$ cat src/keypad_monitor_defines.vh
// constants for the keypad monitor control block
// assumes a single 50 MHz system clock and a decoded key code input
`ifndef KEYPAD_MONITOR_DEFINES_VH
`define KEYPAD_MONITOR_DEFINES_VH

// key codes: 00-0F hex digits, 10 upward function keys
`define KEY_ADDR        6'h10
`define KEY_DATA        6'h11
`define KEY_REG         6'h12
`define KEY_PLUS        6'h13
`define KEY_MINUS       6'h14
`define KEY_RECALL      6'h15
`define KEY_GO          6'h16
`define KEY_STEP        6'h17
`define KEY_SUPERVISOR  6'h18
`define KEY_RESET       6'h19
`define KEY_INTERRUPT_REQUEST_KEY        6'h1A
`define KEY_USER        6'h1B
`define KEY_SBR         6'h1C
`define KEY_CBR         6'h1D
`define KEY_INS         6'h1E
`define KEY_DEL         6'h1F
`define KEY_MOVE        6'h20
`define KEY_RELA        6'h21
`define KEY_TAPE_WR     6'h22
`define KEY_TAPE_RD     6'h23
`define KEY_COUNT       36

// memory map
`define ROM_TOP         16'h0FFF
`define RAM_BASE        16'h1800
`define RAM_TOP         16'h1FFF
`define WORK_BASE       16'h1F9F
`define WORK_TOP        16'h1FF3
`define EXP_BASE        16'h2000
`define EXP_TOP         16'h2FFF
// io map, low byte of the port address
`define IO_KEYPORT_BASE 8'h00
`define IO_KEYPORT_TOP  8'h03
`define IO_TIMER_BASE   8'h40
`define IO_TIMER_TOP    8'h43
`define IO_PARPORT_BASE 8'h80
`define IO_PARPORT_TOP  8'h83
`define USER_KEY_BIT    6

// cpu clock: crystal divided by two
`define CRYSTAL_KHZ     3580
`define CPU_DIVIDE      2
`define SYS_KHZ         50000
// cpu cycle as a phase accumulator step: 2^16 * cpu_khz / sys_khz
`define CPU_STEP        ((65536 * (`CRYSTAL_KHZ / `CPU_DIVIDE)) / `SYS_KHZ)

// display
`define DIGITS          6
`define ERR_BANNER      24'hE0EEE0

`endif

$ cat src/keypad_monitor.v
// keypad monitor control: key interpreter, display fields, memory/io decode
// assumes one decoded key code per press with a held level, and a cpu core
// that honours run/step/stop requests and reports errors and step done
//
// Contract
// - address entry keeps last four digits
// - short address entry pads upper zeros
// - data entry is one byte, two digits
// - illegal key blanks whole display
// - program error shows banner until reset, supervisor, address, register or recall key
// - recall after reset loads lowest ram
// - run starts cpu at address field
// - plus advances, minus moves back one
// - data key switches entry to data
// - after each step monitor saves state
// - supervisor key stops user program
// - interrupt key drives interrupt request
// - user key is port 00 bit 6
// - register mode hex key selects register
// - basic ram decoded 1800 to 1FFF
// - expansion memory decoded 2000 to 2FFF
// - workspace 1F9F to 1FF3 is reserved
// - keypad and display port at 00-03
// - timer at 40-43, parallel port 80-83
// - six digits: four address, two data
// - keypad has thirty six keys
// - cpu clock is crystal divided two
// - entry points mark the active field, except register name entry, which shows no points
// - rom write blanks display while held
`timescale 1ns/100ps
`include "keypad_monitor_defines.vh"

module keypad_monitor (
  input  wire        I_CLOCK,
  input  wire        I_RESET_N,
  input  wire        I_KEY_VALID,
  input  wire [5:0]  I_KEY_CODE,
  input  wire        I_KEY_HELD,
  input  wire [7:0]  I_MEM_RDATA,
  input  wire [15:0] I_REG_RDATA,
  input  wire        I_STEP_DONE,
  input  wire        I_PROG_ERROR,
  input  wire [15:0] I_CPU_ADDR,
  input  wire        I_CPU_MREQ,
  input  wire        I_CPU_IOREQ,
  output reg  [15:0] O_MEM_ADDR,
  output reg  [7:0]  O_WDATA,
  output reg         O_MEM_WE,
  output reg  [3:0]  O_REG_SEL,
  output reg         O_REG_WE,
  output reg         O_REG_HIGH,
  output reg         O_RUN,
  output reg  [15:0] O_RUN_ADDR,
  output reg         O_STEP,
  output reg         O_STOP,
  output reg         O_SAVE_STATE,
  output reg         O_INT_REQ,
  output reg         O_USER_BIT,
  output reg         O_CPU_CLK,
  output reg         O_SEL_ROM,
  output reg         O_SEL_RAM,
  output reg         O_SEL_EXP,
  output reg         O_WORK_HIT,
  output reg         O_SEL_KEYPORT,
  output reg         O_SEL_TIMER,
  output reg         O_SEL_PARPORT,
  output reg  [23:0] O_DIGITS,
  output reg  [5:0]  O_POINTS,
  output reg         O_BLANK
);

  // *************************************************************
  // states
  // *************************************************************
  localparam [2:0] ST_IDLE     = 3'd0;
  localparam [2:0] ST_ADDR     = 3'd1;
  localparam [2:0] ST_DATA     = 3'd2;
  localparam [2:0] ST_REG_NAME = 3'd3;
  localparam [2:0] ST_REG_DATA = 3'd4;
  localparam [2:0] ST_RUNNING  = 3'd5;
  localparam [2:0] ST_STEPPING = 3'd6;
  localparam [2:0] ST_ERROR    = 3'd7;
  // accumulator step per system clock, cut to the accumulator width below
  localparam [31:0] PHASE_STEP = `CPU_STEP;

  reg  [2:0]  state;
  reg  [15:0] address;
  reg  [7:0]  data_byte;
  reg  [3:0]  reg_sel;
  reg         reg_high;
  reg         after_reset;
  reg         err_blank;
  reg         rom_blank;
  reg  [15:0] phase;
  reg         entry_fresh;
  wire [16:0] phase_sum;
  wire        is_hex;
  wire [3:0]  nibble;
  wire        addr_rom;

  function in_range;
    input [15:0] value;
    input [15:0] low;
    input [15:0] high;
    begin
      in_range = (value >= low) && (value <= high);
    end
  endfunction

  function [7:0] shift_byte;
    input [7:0] old;
    input [3:0] digit;
    input       fresh;
    begin
      // a fresh entry starts from zero, so one digit reads as 0d
      shift_byte = {fresh ? 4'h0 : old[3:0], digit};
    end
  endfunction

  // codes below 10 are hex keys
  assign is_hex    = I_KEY_VALID && (I_KEY_CODE < 6'h10);
  assign nibble    = I_KEY_CODE[3:0];
  assign addr_rom  = in_range(address, 16'h0000, `ROM_TOP);
  assign phase_sum = {1'b0, phase} + {1'b0, PHASE_STEP[15:0]};

  // *************************************************************
  // cpu clock
  // *************************************************************
  // crystal halved clock
  // average rate runs slightly low from the truncated step; each edge jitters by one system clock
  always @(posedge I_CLOCK) begin
    if (!I_RESET_N) begin
      phase     <= 16'h0000;
      O_CPU_CLK <= 1'b0;
    end else begin
      phase     <= phase_sum[15:0];
      O_CPU_CLK <= phase[15];
    end
  end

  // *************************************************************
  // address decode
  // *************************************************************
  always @(posedge I_CLOCK) begin
    if (!I_RESET_N) begin
      O_SEL_ROM     <= 1'b0;
      O_SEL_RAM     <= 1'b0;
      O_SEL_EXP     <= 1'b0;
      O_WORK_HIT    <= 1'b0;
      O_SEL_KEYPORT <= 1'b0;
      O_SEL_TIMER   <= 1'b0;
      O_SEL_PARPORT <= 1'b0;
      O_USER_BIT    <= 1'b0;
    end else begin
      O_SEL_ROM     <= I_CPU_MREQ && in_range(I_CPU_ADDR, 16'h0000, `ROM_TOP);
      O_SEL_RAM     <= I_CPU_MREQ && in_range(I_CPU_ADDR, `RAM_BASE, `RAM_TOP);
      O_SEL_EXP     <= I_CPU_MREQ && in_range(I_CPU_ADDR, `EXP_BASE, `EXP_TOP);
      O_WORK_HIT    <= I_CPU_MREQ && in_range(I_CPU_ADDR, `WORK_BASE, `WORK_TOP);
      O_SEL_KEYPORT <= I_CPU_IOREQ &&
                       in_range({8'h00, I_CPU_ADDR[7:0]}, {8'h00, `IO_KEYPORT_BASE},
                                {8'h00, `IO_KEYPORT_TOP});
      O_SEL_TIMER   <= I_CPU_IOREQ &&
                       in_range({8'h00, I_CPU_ADDR[7:0]}, {8'h00, `IO_TIMER_BASE},
                                {8'h00, `IO_TIMER_TOP});
      O_SEL_PARPORT <= I_CPU_IOREQ &&
                       in_range({8'h00, I_CPU_ADDR[7:0]}, {8'h00, `IO_PARPORT_BASE},
                                {8'h00, `IO_PARPORT_TOP});
      O_USER_BIT    <= I_KEY_HELD && (I_KEY_CODE == `KEY_USER);
    end
  end

  // *************************************************************
  // key interpreter
  // *************************************************************
  always @(posedge I_CLOCK) begin
    if (!I_RESET_N) begin
      state        <= ST_IDLE;
      address      <= 16'h0000;
      data_byte    <= 8'h00;
      reg_sel      <= 4'h0;
      reg_high     <= 1'b1;
      after_reset  <= 1'b1;
      entry_fresh  <= 1'b1;
      err_blank    <= 1'b0;
      rom_blank    <= 1'b0;
      O_MEM_WE     <= 1'b0;
      O_REG_WE     <= 1'b0;
      O_WDATA      <= 8'h00;
      O_RUN        <= 1'b0;
      O_RUN_ADDR   <= 16'h0000;
      O_STEP       <= 1'b0;
      O_STOP       <= 1'b0;
      O_SAVE_STATE <= 1'b0;
      O_INT_REQ    <= 1'b0;
    end else begin
      O_MEM_WE     <= 1'b0;
      O_REG_WE     <= 1'b0;
      O_RUN        <= 1'b0;
      O_STEP       <= 1'b0;
      O_STOP       <= 1'b0;
      O_SAVE_STATE <= 1'b0;
      O_INT_REQ    <= I_KEY_HELD && (I_KEY_CODE == `KEY_INTERRUPT_REQUEST_KEY);
      // blank held only while key down
      if (rom_blank && !I_KEY_HELD)
        rom_blank <= 1'b0;
      if (state == ST_STEPPING && I_STEP_DONE) begin
        O_SAVE_STATE <= 1'b1;
        state        <= ST_ADDR;
      end
      if ((state == ST_RUNNING || state == ST_STEPPING) && I_PROG_ERROR)
        state <= ST_ERROR;
      if (I_KEY_VALID) begin
        err_blank <= 1'b0;
        entry_fresh <= !is_hex;
        if (I_KEY_CODE == `KEY_RESET) begin
          state       <= ST_IDLE;
          after_reset <= 1'b1;
        end else if (I_KEY_CODE == `KEY_SUPERVISOR) begin
          if (state == ST_RUNNING || state == ST_STEPPING)
            O_STOP <= 1'b1;
          state <= ST_ADDR;
        end else if (I_KEY_CODE == `KEY_INTERRUPT_REQUEST_KEY || I_KEY_CODE == `KEY_USER) begin
          state <= state;
        // a running program only hears the reset, stop and pin keys
        end else if (state == ST_RUNNING) begin
          state <= state;
        end else if (I_KEY_CODE == `KEY_ADDR) begin
          state <= ST_ADDR;
        end else if (I_KEY_CODE == `KEY_REG) begin
          state <= ST_REG_NAME;
        end else if (I_KEY_CODE == `KEY_RECALL) begin
          if (after_reset)
            address <= `RAM_BASE;
          after_reset <= 1'b0;
          state       <= ST_ADDR;
        end else if (I_KEY_CODE == `KEY_GO &&
                     (state == ST_ADDR || state == ST_DATA)) begin
          O_RUN      <= 1'b1;
          O_RUN_ADDR <= address;
          state      <= ST_RUNNING;
        end else if (I_KEY_CODE == `KEY_STEP &&
                     (state == ST_ADDR || state == ST_DATA)) begin
          O_STEP     <= 1'b1;
          O_RUN_ADDR <= address;
          state      <= ST_STEPPING;
        end else if (I_KEY_CODE == `KEY_DATA && (state == ST_ADDR || state == ST_DATA)) begin
          data_byte <= I_MEM_RDATA;
          state     <= ST_DATA;
        // data, plus or minus open the selected register's bytes
        end else if (I_KEY_CODE == `KEY_DATA &&
                     (state == ST_REG_NAME || state == ST_REG_DATA)) begin
          state <= ST_REG_DATA;
        end else if ((I_KEY_CODE == `KEY_PLUS || I_KEY_CODE == `KEY_MINUS) &&
                     (state == ST_ADDR || state == ST_DATA)) begin
          address <= (I_KEY_CODE == `KEY_PLUS) ? address + 16'h0001
                                               : address - 16'h0001;
          state   <= ST_DATA;
        end else if ((I_KEY_CODE == `KEY_PLUS || I_KEY_CODE == `KEY_MINUS) &&
                     (state == ST_REG_NAME || state == ST_REG_DATA)) begin
          if (reg_high != (I_KEY_CODE == `KEY_PLUS))
            reg_sel <= (I_KEY_CODE == `KEY_PLUS) ? reg_sel + 4'h1 : reg_sel - 4'h1;
          reg_high <= !reg_high;
          state    <= ST_REG_DATA;
        end else if (is_hex && state == ST_ADDR) begin
          // first digit of an entry drops the old digits
          address <= {entry_fresh ? 12'h000 : address[11:0], nibble};
        end else if (is_hex && state == ST_DATA) begin
          if (addr_rom) begin
            rom_blank <= 1'b1;
          end else begin
            data_byte <= shift_byte(data_byte, nibble, entry_fresh);
            O_WDATA   <= shift_byte(data_byte, nibble, entry_fresh);
            O_MEM_WE  <= 1'b1;
          end
        end else if (is_hex && state == ST_REG_NAME) begin
          reg_sel  <= nibble;
          reg_high <= 1'b1;
          state    <= ST_REG_NAME;
        end else if (is_hex && state == ST_REG_DATA) begin
          data_byte <= shift_byte(data_byte, nibble, entry_fresh);
          O_WDATA   <= shift_byte(data_byte, nibble, entry_fresh);
          O_REG_WE  <= 1'b1;
        end else begin
          err_blank <= 1'b1;
        end
      end
    end
  end

  // *************************************************************
  // display
  // *************************************************************
  always @(posedge I_CLOCK) begin
    if (!I_RESET_N) begin
      O_MEM_ADDR <= 16'h0000;
      O_REG_SEL  <= 4'h0;
      O_REG_HIGH <= 1'b1;
      O_DIGITS   <= 24'h000000;
      O_POINTS   <= 6'h00;
      O_BLANK    <= 1'b0;
    end else begin
      O_MEM_ADDR <= address;
      O_REG_SEL  <= reg_sel;
      O_REG_HIGH <= reg_high;
      O_BLANK    <= err_blank || rom_blank;
      // four address and two data digits
      if (state == ST_ERROR)
        O_DIGITS <= `ERR_BANNER;
      // register mode: contents left, name code right
      else if (state == ST_REG_DATA || state == ST_REG_NAME)
        O_DIGITS <= {I_REG_RDATA, 4'h0, reg_sel};
      else
        O_DIGITS <= {address, (state == ST_DATA) ? I_MEM_RDATA : data_byte};
      if (state == ST_ADDR)
        O_POINTS <= 6'h3C;
      else if (state == ST_DATA)
        O_POINTS <= 6'h03;
      else if (state == ST_REG_DATA)
        O_POINTS <= reg_high ? 6'h30 : 6'h0C;
      else
        O_POINTS <= 6'h00;
    end
  end

endmodule // keypad_monitor

$ cat config.mk
export PLATFORM = sky130hd
export DESIGN_NAME = keypad_monitor
export DESIGN_NICKNAME = d
export VERILOG_FILES = /design/src/keypad_monitor.v
export VERILOG_INCLUDE_DIRS = /design/src /design/src/src
export SDC_FILE = /design/constraint.sdc
export NUM_CORES = 1
export LEC_CHECK = 0
export BUFFER_PORTS_ARGS = -buffer_cell sky130_fd_sc_hd__buf_4
export CORE_MARGIN = 2
export CORE_UTILIZATION = 30
export CTS_CLUSTER_SIZE = 14
export DETAILED_ROUTE_END_ITERATION = 10
export PLACE_DENSITY_LB_ADDON = 0.25
export SETUP_SLACK_MARGIN = 0.2
export SLEW_MARGIN = 10
export SYNTH_ARGS = -nofsm -noshare
export SYNTH_HDL_FRONTEND = slang
export SYNTH_SLANG_ARGS = --single-unit
$ cat constraint.sdc
create_clock -name I_CLOCK -period 3.6 [get_ports I_CLOCK]
set_input_delay 0.18 -clock I_CLOCK [delete_from_list [all_inputs] [get_ports I_CLOCK]]
set_output_delay 0.18 -clock I_CLOCK [all_outputs]
set_load 0.01 [all_outputs]
# Yosys cells after proc, flatten, opt, wreduce, memory -nomap -nowiden
# Cells that the tools add are included.
dict set report op_classes {
  n_addsub 5
  order_cmp 16
  n_eq_ne 44
  mux 107
  n_bitwise 17
  n_reduce_logical 61
}
# cell count
set op_table {}
lappend op_table {{2-to-1 mux 16 bit} 12}
lappend op_table {{2-to-1 mux 8 bit} 10}
lappend op_table {{equality test 6 x 5 -> 1 bit, second input constant} 12}
lappend op_table {{2-to-1 mux 3 bit} 19}
lappend op_table {{2-to-1 mux 1 bit} 52}
lappend op_table {{2-to-1 mux 24 bit} 2}
lappend op_table {{inequality test 2 bit, second input constant} 17}
lappend op_table {{AND reduction 17 bit} 2}
lappend op_table {{greater-or-equal comparator 16 x 1 -> 1 bit, second input constant} 2}
lappend op_table {{greater-or-equal comparator 16 x 13 -> 1 bit, second input constant} 2}
lappend op_table {{less-or-equal comparator 16 x 12 -> 1 bit, second input constant} 2}
lappend op_table {{less-or-equal comparator 16 x 13 -> 1 bit, second input constant} 2}
lappend op_table {{logical AND 1 bit} 30}
lappend op_table {{2-to-1 mux 4 bit} 7}
lappend op_table {{2-to-1 mux 6 bit} 4}
lappend op_table {{AND reduction 18 bit} 1}
lappend op_table {{OR reduction 18 bit} 1}
lappend op_table {{inverter 1 bit} 17}
lappend op_table {{OR reduction 17 bit} 1}
lappend op_table {{adder 16 x 1 -> 16 bit, second input constant} 1}
lappend op_table {{adder 16 x 12 -> 16 bit, second input constant} 1}
lappend op_table {{greater-or-equal comparator 16 x 14 -> 1 bit, second input constant} 1}
lappend op_table {{less-or-equal comparator 16 x 14 -> 1 bit, second input constant} 1}
lappend op_table {{AND reduction 16 bit} 1}
lappend op_table {{31 further kinds} 50}
dict set report word_totals {
  ff_bits 144
  out_inout_bits 92
}

# Depth between registers and ports, before layout
dict set report logic_depth {
  word_depth 21
  ltp_mapped 12
  mapped_depth_nobuf 11
}

# Worst setup path before layout
# No wires, ideal clock.
dict set report synth_path {
  kind {input port to flip-flop}
  from {input I_KEY_CODE[0]}
  to {register address[15]}
  setup_ns 0.058
  arrival_ns 3.084
  required_ns 3.542
  path_slack_ns 0.458
  cell_stages 12
  cell_sequence {clkbuf_1 -> nand2_1 -> nor3b_1 -> inv_1 -> ha_1 -> a211oi_1 -> o31ai_1 -> or2_2 -> a31oi_1 -> o21ai_0 -> a2111o_1 -> nand2_1}
}
dict set report synth_between {
  elab_chain_cells 9
}
# element line_no
set synth_lines {}
lappend synth_lines {{start, declared} keypad_monitor.v:37} ;# input wire [5:0] I_KEY_CODE,
lappend synth_lines {{equality test 6 x 5 -> 1 bit (no source line)} --}
lappend synth_lines {{logical OR 1 bit (no source line)} --}
lappend synth_lines {{logical AND 1 bit} keypad_monitor.v:253} ;# end else if ((I_KEY_CODE == `KEY_PLUS || I_KEY_CODE == `KEY_MINUS) &&
lappend synth_lines {{2-to-1 mux 16 bit} keypad_monitor.v:253}
lappend synth_lines {{2-to-1 mux 16 bit} keypad_monitor.v:250} ;# end else if (I_KEY_CODE == `KEY_DATA &&
lappend synth_lines {{2-to-1 mux 16 bit} keypad_monitor.v:246} ;# end else if (I_KEY_CODE == `KEY_DATA && (state == ST_ADDR || state == ST_DATA)) begin
lappend synth_lines {{2-to-1 mux 16 bit} keypad_monitor.v:241} ;# end else if (I_KEY_CODE == `KEY_STEP &&
lappend synth_lines {{2-to-1 mux 16 bit} keypad_monitor.v:236} ;# end else if (I_KEY_CODE == `KEY_GO &&
lappend synth_lines {{2-to-1 mux 16 bit} keypad_monitor.v:231} ;# end else if (I_KEY_CODE == `KEY_RECALL) begin
lappend synth_lines {{end signal, assigned} keypad_monitor.v:233} ;# address <= `RAM_BASE;
lappend synth_lines {{end signal, assigned} keypad_monitor.v:255} ;# address <= (I_KEY_CODE == `KEY_PLUS) ? address + 16'h0001
lappend synth_lines {{end signal, assigned} keypad_monitor.v:266} ;# address <= {entry_fresh ? 12'h000 : address[11:0], nibble};
lappend synth_lines {{end, declared} keypad_monitor.v:87} ;# reg [15:0] address;
# Several ways; a longest one is shown, not always the timed one. The select of a mux whose other input is x is not followed.
# A chain may end at the register's enable or synchronous reset.

# Final worst setup path
dict set report layout_path {
  from {input I_KEY_CODE[2]}
  to {register address[15]}
}
# The elaborated chain is that of the path after synthesis.

==> flow_metrics.py <==
metrics = {
    "power_and_ir_drop": {
        "cellPowerDensity_nw_per_um2": 439,
        "p_total_w": 0.00383,
        "peakVddDrop_v": 0.000277,
        "p_leak_nw": 3.51,
    },
    "detailed_routing": {
        "postRouteAntennaNets": 0,
        "via_per_inst": 5.11,
        "wirelength_mm": 21.2,
        "drt_pass1_iterations": 5,
        "drc": 0,
        "vias": 6232,
        "drtIter0Drc": 479,
        "wire_per_inst_um": 17.4,
    },
    "clock_tree": {
        "clk_pin_slew_ns": 0.07,
        "cts_made_buffers": 17,
        "cts_resized": 0,
        "clock_sinks": 140,
        "cts_root_buffer": "clkbuf_16",
        "ctsHtreeMaxLevel": 4,
        "clock_latency_ns": 0.43,
        "clk_path_buf_depth": 2,
        "tritoncts": "built",
    },
    "job": {
        "max-cap-violations": 0,
    },
    "sta": {
        "hold_violations": 0,
        "maxSlewViolCount": 0,
        "tightest_slew_ns": 1.09,
        "relSlewSlack": 0.264,
        "finalCritPeriodShare": 0.816,
        "fin_skew_ns": 0.0107,
        "timing.fmax_mhz": 340,
        "timing.final.ws_setup_ns": 0.663,
        "min_period_ns": 2.94,
        "finalSetupTns_ns": 0,
        "rsz0062_at_grt": "no",
        "setup_viol": 0,
    },
    "floorplanning": {
        "fp-row-count": 54,
        "dieArea_um2": 23200,
        "ios": 146,
        "start_util": 0.304,
        "design.core.area_um2": 21700,
        "dieWidth_um": 152,
        "die_y_um": 152,
    },
    "final_layout": {
        "utilization": 0.403,
        "finish.instance_area_um2": 8740,
        "drive_gt1_frac": 0.234,
        "num-nets-final": 1000,
        "synthToLayoutAreaGrowth_pct": 32.5,
        "regArea_um2": 2800,
        "multi_input_area_um2": 3530,
        "num-fill-cells": 2184,
        "diodes": 0,
    },
    "worst_setup_path": {
        "crit_slowest_cell": "a2111o_1",
        "start_kind": "input port",
        "cp_max_fo": 16,
        "cpPeakStageDelay_ns": 0.38,
        "rr_worst_depth": 10,
        "criticalPathCategory": "in2reg",
        "arrival_ns": 3.31,
        "cpMostUsedCell": "nor3b_1",
        "cp.required_ns": 3.98,
        "crit_chain": "buf_4, nor3b_1, nor3b_1, inv_1, ha_1, a211oi_1, o31ai_1, or2_2, a31oi_1, o21ai_0, a2111o_1, nand2_1",
        "crit_path_end_kind": "flip-flop",
    },
    "yosys": {
        "synth_most_common_cell": "dfxtp_1",
        "synth_edf_count": 0,
        "yosys_warnings": 0,
        "postSynthAreaPerCell_um2": 8.52,
        "synth.cell_area_um2": 6590,
        "synth_area_leaders": "dfxtp_1, a21oi_1, nand2_1",
        "synth_seq_cells": 140,
        "ys.flop_type": "dfxtp_1",
        "synth_top_area_cell": "dfxtp_1",
        "synth_cells": 774,
        "syn_nets": 847,
        "synth_top_area_share": 0.425,
        "ys_seq_area_frac": 0.425,
        "yosys-top-cells-count": "dfxtp_1, nand2_1, a21oi_1",
        "postSynth.asyncResetShare": 0,
        "synth.distinct_cells": 72,
    },
    "global_routing": {
        "grt_pass1_wl_mm": 33.6,
        "grt_antenna_before_repair": 0,
        "first_global_vias": 6031,
        "grt_usage": 0.182,
        "grt_start_max_net_pins": 52,
        "overflow": 0,
    },
    "place": {
        "preCtsSetupSlack_ns": 0.324,
        "post_dp_cell_area_um2": 8010,
        "dp_hpwl_mm": 15.4,
        "io_buffers": 145,
        "gp_congestion": 0.900,
    },
    "worst_hold_path": {
        "holdPathStages": 3,
        "hold_path_class": "in2reg",
    },
    "outcome": {
        "outcome": "finished clean",
    },
}
final cells by class:
| cell class | instances | area share |
|---|---|---|
| Tap cell | 280 | 0.0401 |
| Multi-Input combinational cell | 578 | 0.405 |
| Clock inverter | 14 | 0.0239 |
| Clock buffer | 18 | 0.0503 |
| Inverter | 12 | 0.00516 |
| Sequential cell | 140 | 0.321 |
| Timing Repair Buffer | 178 | 0.155 |
power by group:
part,switching [W],internal [W]
clock,0.000735,0.00119
combinational,0.000163,0.000136
sequential,0.0000262,0.00158
total,0.000924,0.00291
metal layers:
layer	track usage	wire [µm]	vias up
li1	-	-	3060
met1	0.253	10100	2948
met2	0.280	9410	191
met3	0.0418	1290	33
met4	0.0610	430	0
met5	0	0	-
state kept, by name (all words and copies together) (netlist names), 3 cells and up:
signal and flops:
address 16, O_POINTS 3, O_RUN_ADDR 16, state 3, O_MEM_ADDR 16, phase 15
O_REG_SEL 4, reg_sel 4, O_DIGITS 24, O_WDATA 8, data_byte 8
repair_timing:
| item | in CTS | in global routing |
|---|---|---|
| endpoints found under the hold margin | 9 | 0 |
| buffers inserted | 0 | 0 |
| hold buffers | 8 | 0 |
critical path: cells and delay by family:
kind,cells,cell delay (ns)
compound gates,5,1.39
simple gates,4,1.05
fa+ha+maj,1,0.31
buf+inv,2,0.38
layout by cell type (no fill, tap or decap), types with 4 or more instances in the layout:
cell type,netlist,routed
a22oi_1,7,7
a221oi_1,4,4
dlygate4sd3_1,0,8
dfxtp_1,140,140
bufinv_16,0,4
o211ai_1,7,7
and3_1,8,8
o21ai_1,7,8
a21o_1,4,4
inv_1,9,9
o221ai_1,6,6
o31ai_1,5,5
nand3_1,14,14
nor3_1,16,16
and2_1,30,30
o21a_1,6,6
nor2_1,62,62
o22ai_1,11,11
mux2i_1,9,9
a31oi_1,7,7
clkbuf_16,0,17
ha_1,17,17
o21ai_0,37,36
nand2b_1,8,8
a211oi_1,20,20
buf_4,6,170
xnor2_1,15,15
nor3b_1,16,16
nand2_1,102,102
a21oi_1,81,81
nor2b_1,11,11
a21boi_0,4,4
xor2_1,11,11
worst paths after layout:
| kind | from | to | slack, ns |
|---|---|---|---|
| max reg2reg | state[2] | data_byte[1] | 0.89 |
| min reg2reg | phase[1] | phase[1] | 0.45 |
| min | I_REG_RDATA[11] | O_DIGITS[19] | 0.02 |
| max | I_KEY_CODE[2] | address[15] | 0.66 |
cell families (layout without fill, tap and decap cells):
| group | after synthesis | in the layout | synth area share |
|---|---|---|---|
| muxes | 9 | 9 | 0.0137 |
| and+or+nand+nor | 294 | 294 | 0.221 |
| AOI/OAI and AO/OA | 229 | 229 | 0.226 |
| xor gates and xnor gates | 27 | 27 | 0.0370 |
| DFF | 140 | 140 | 0.425 |
| buffers and inverters | 56 | 222 | 0.0389 |
| adders and majority gates | 19 | 19 | 0.0383 |
metrics by stage:
stage	cells	hold WS (ns)
6_report	1220	0.0159
5_1_grt	1220	0.0209
4_1_cts	1220	0.00194
3_5_place_dp	1180	0.365
3_3_place_gp	1180	0.364
2_1_floorplan	774	0.256
Note: power is estimated with default switching activity, not from simulation.
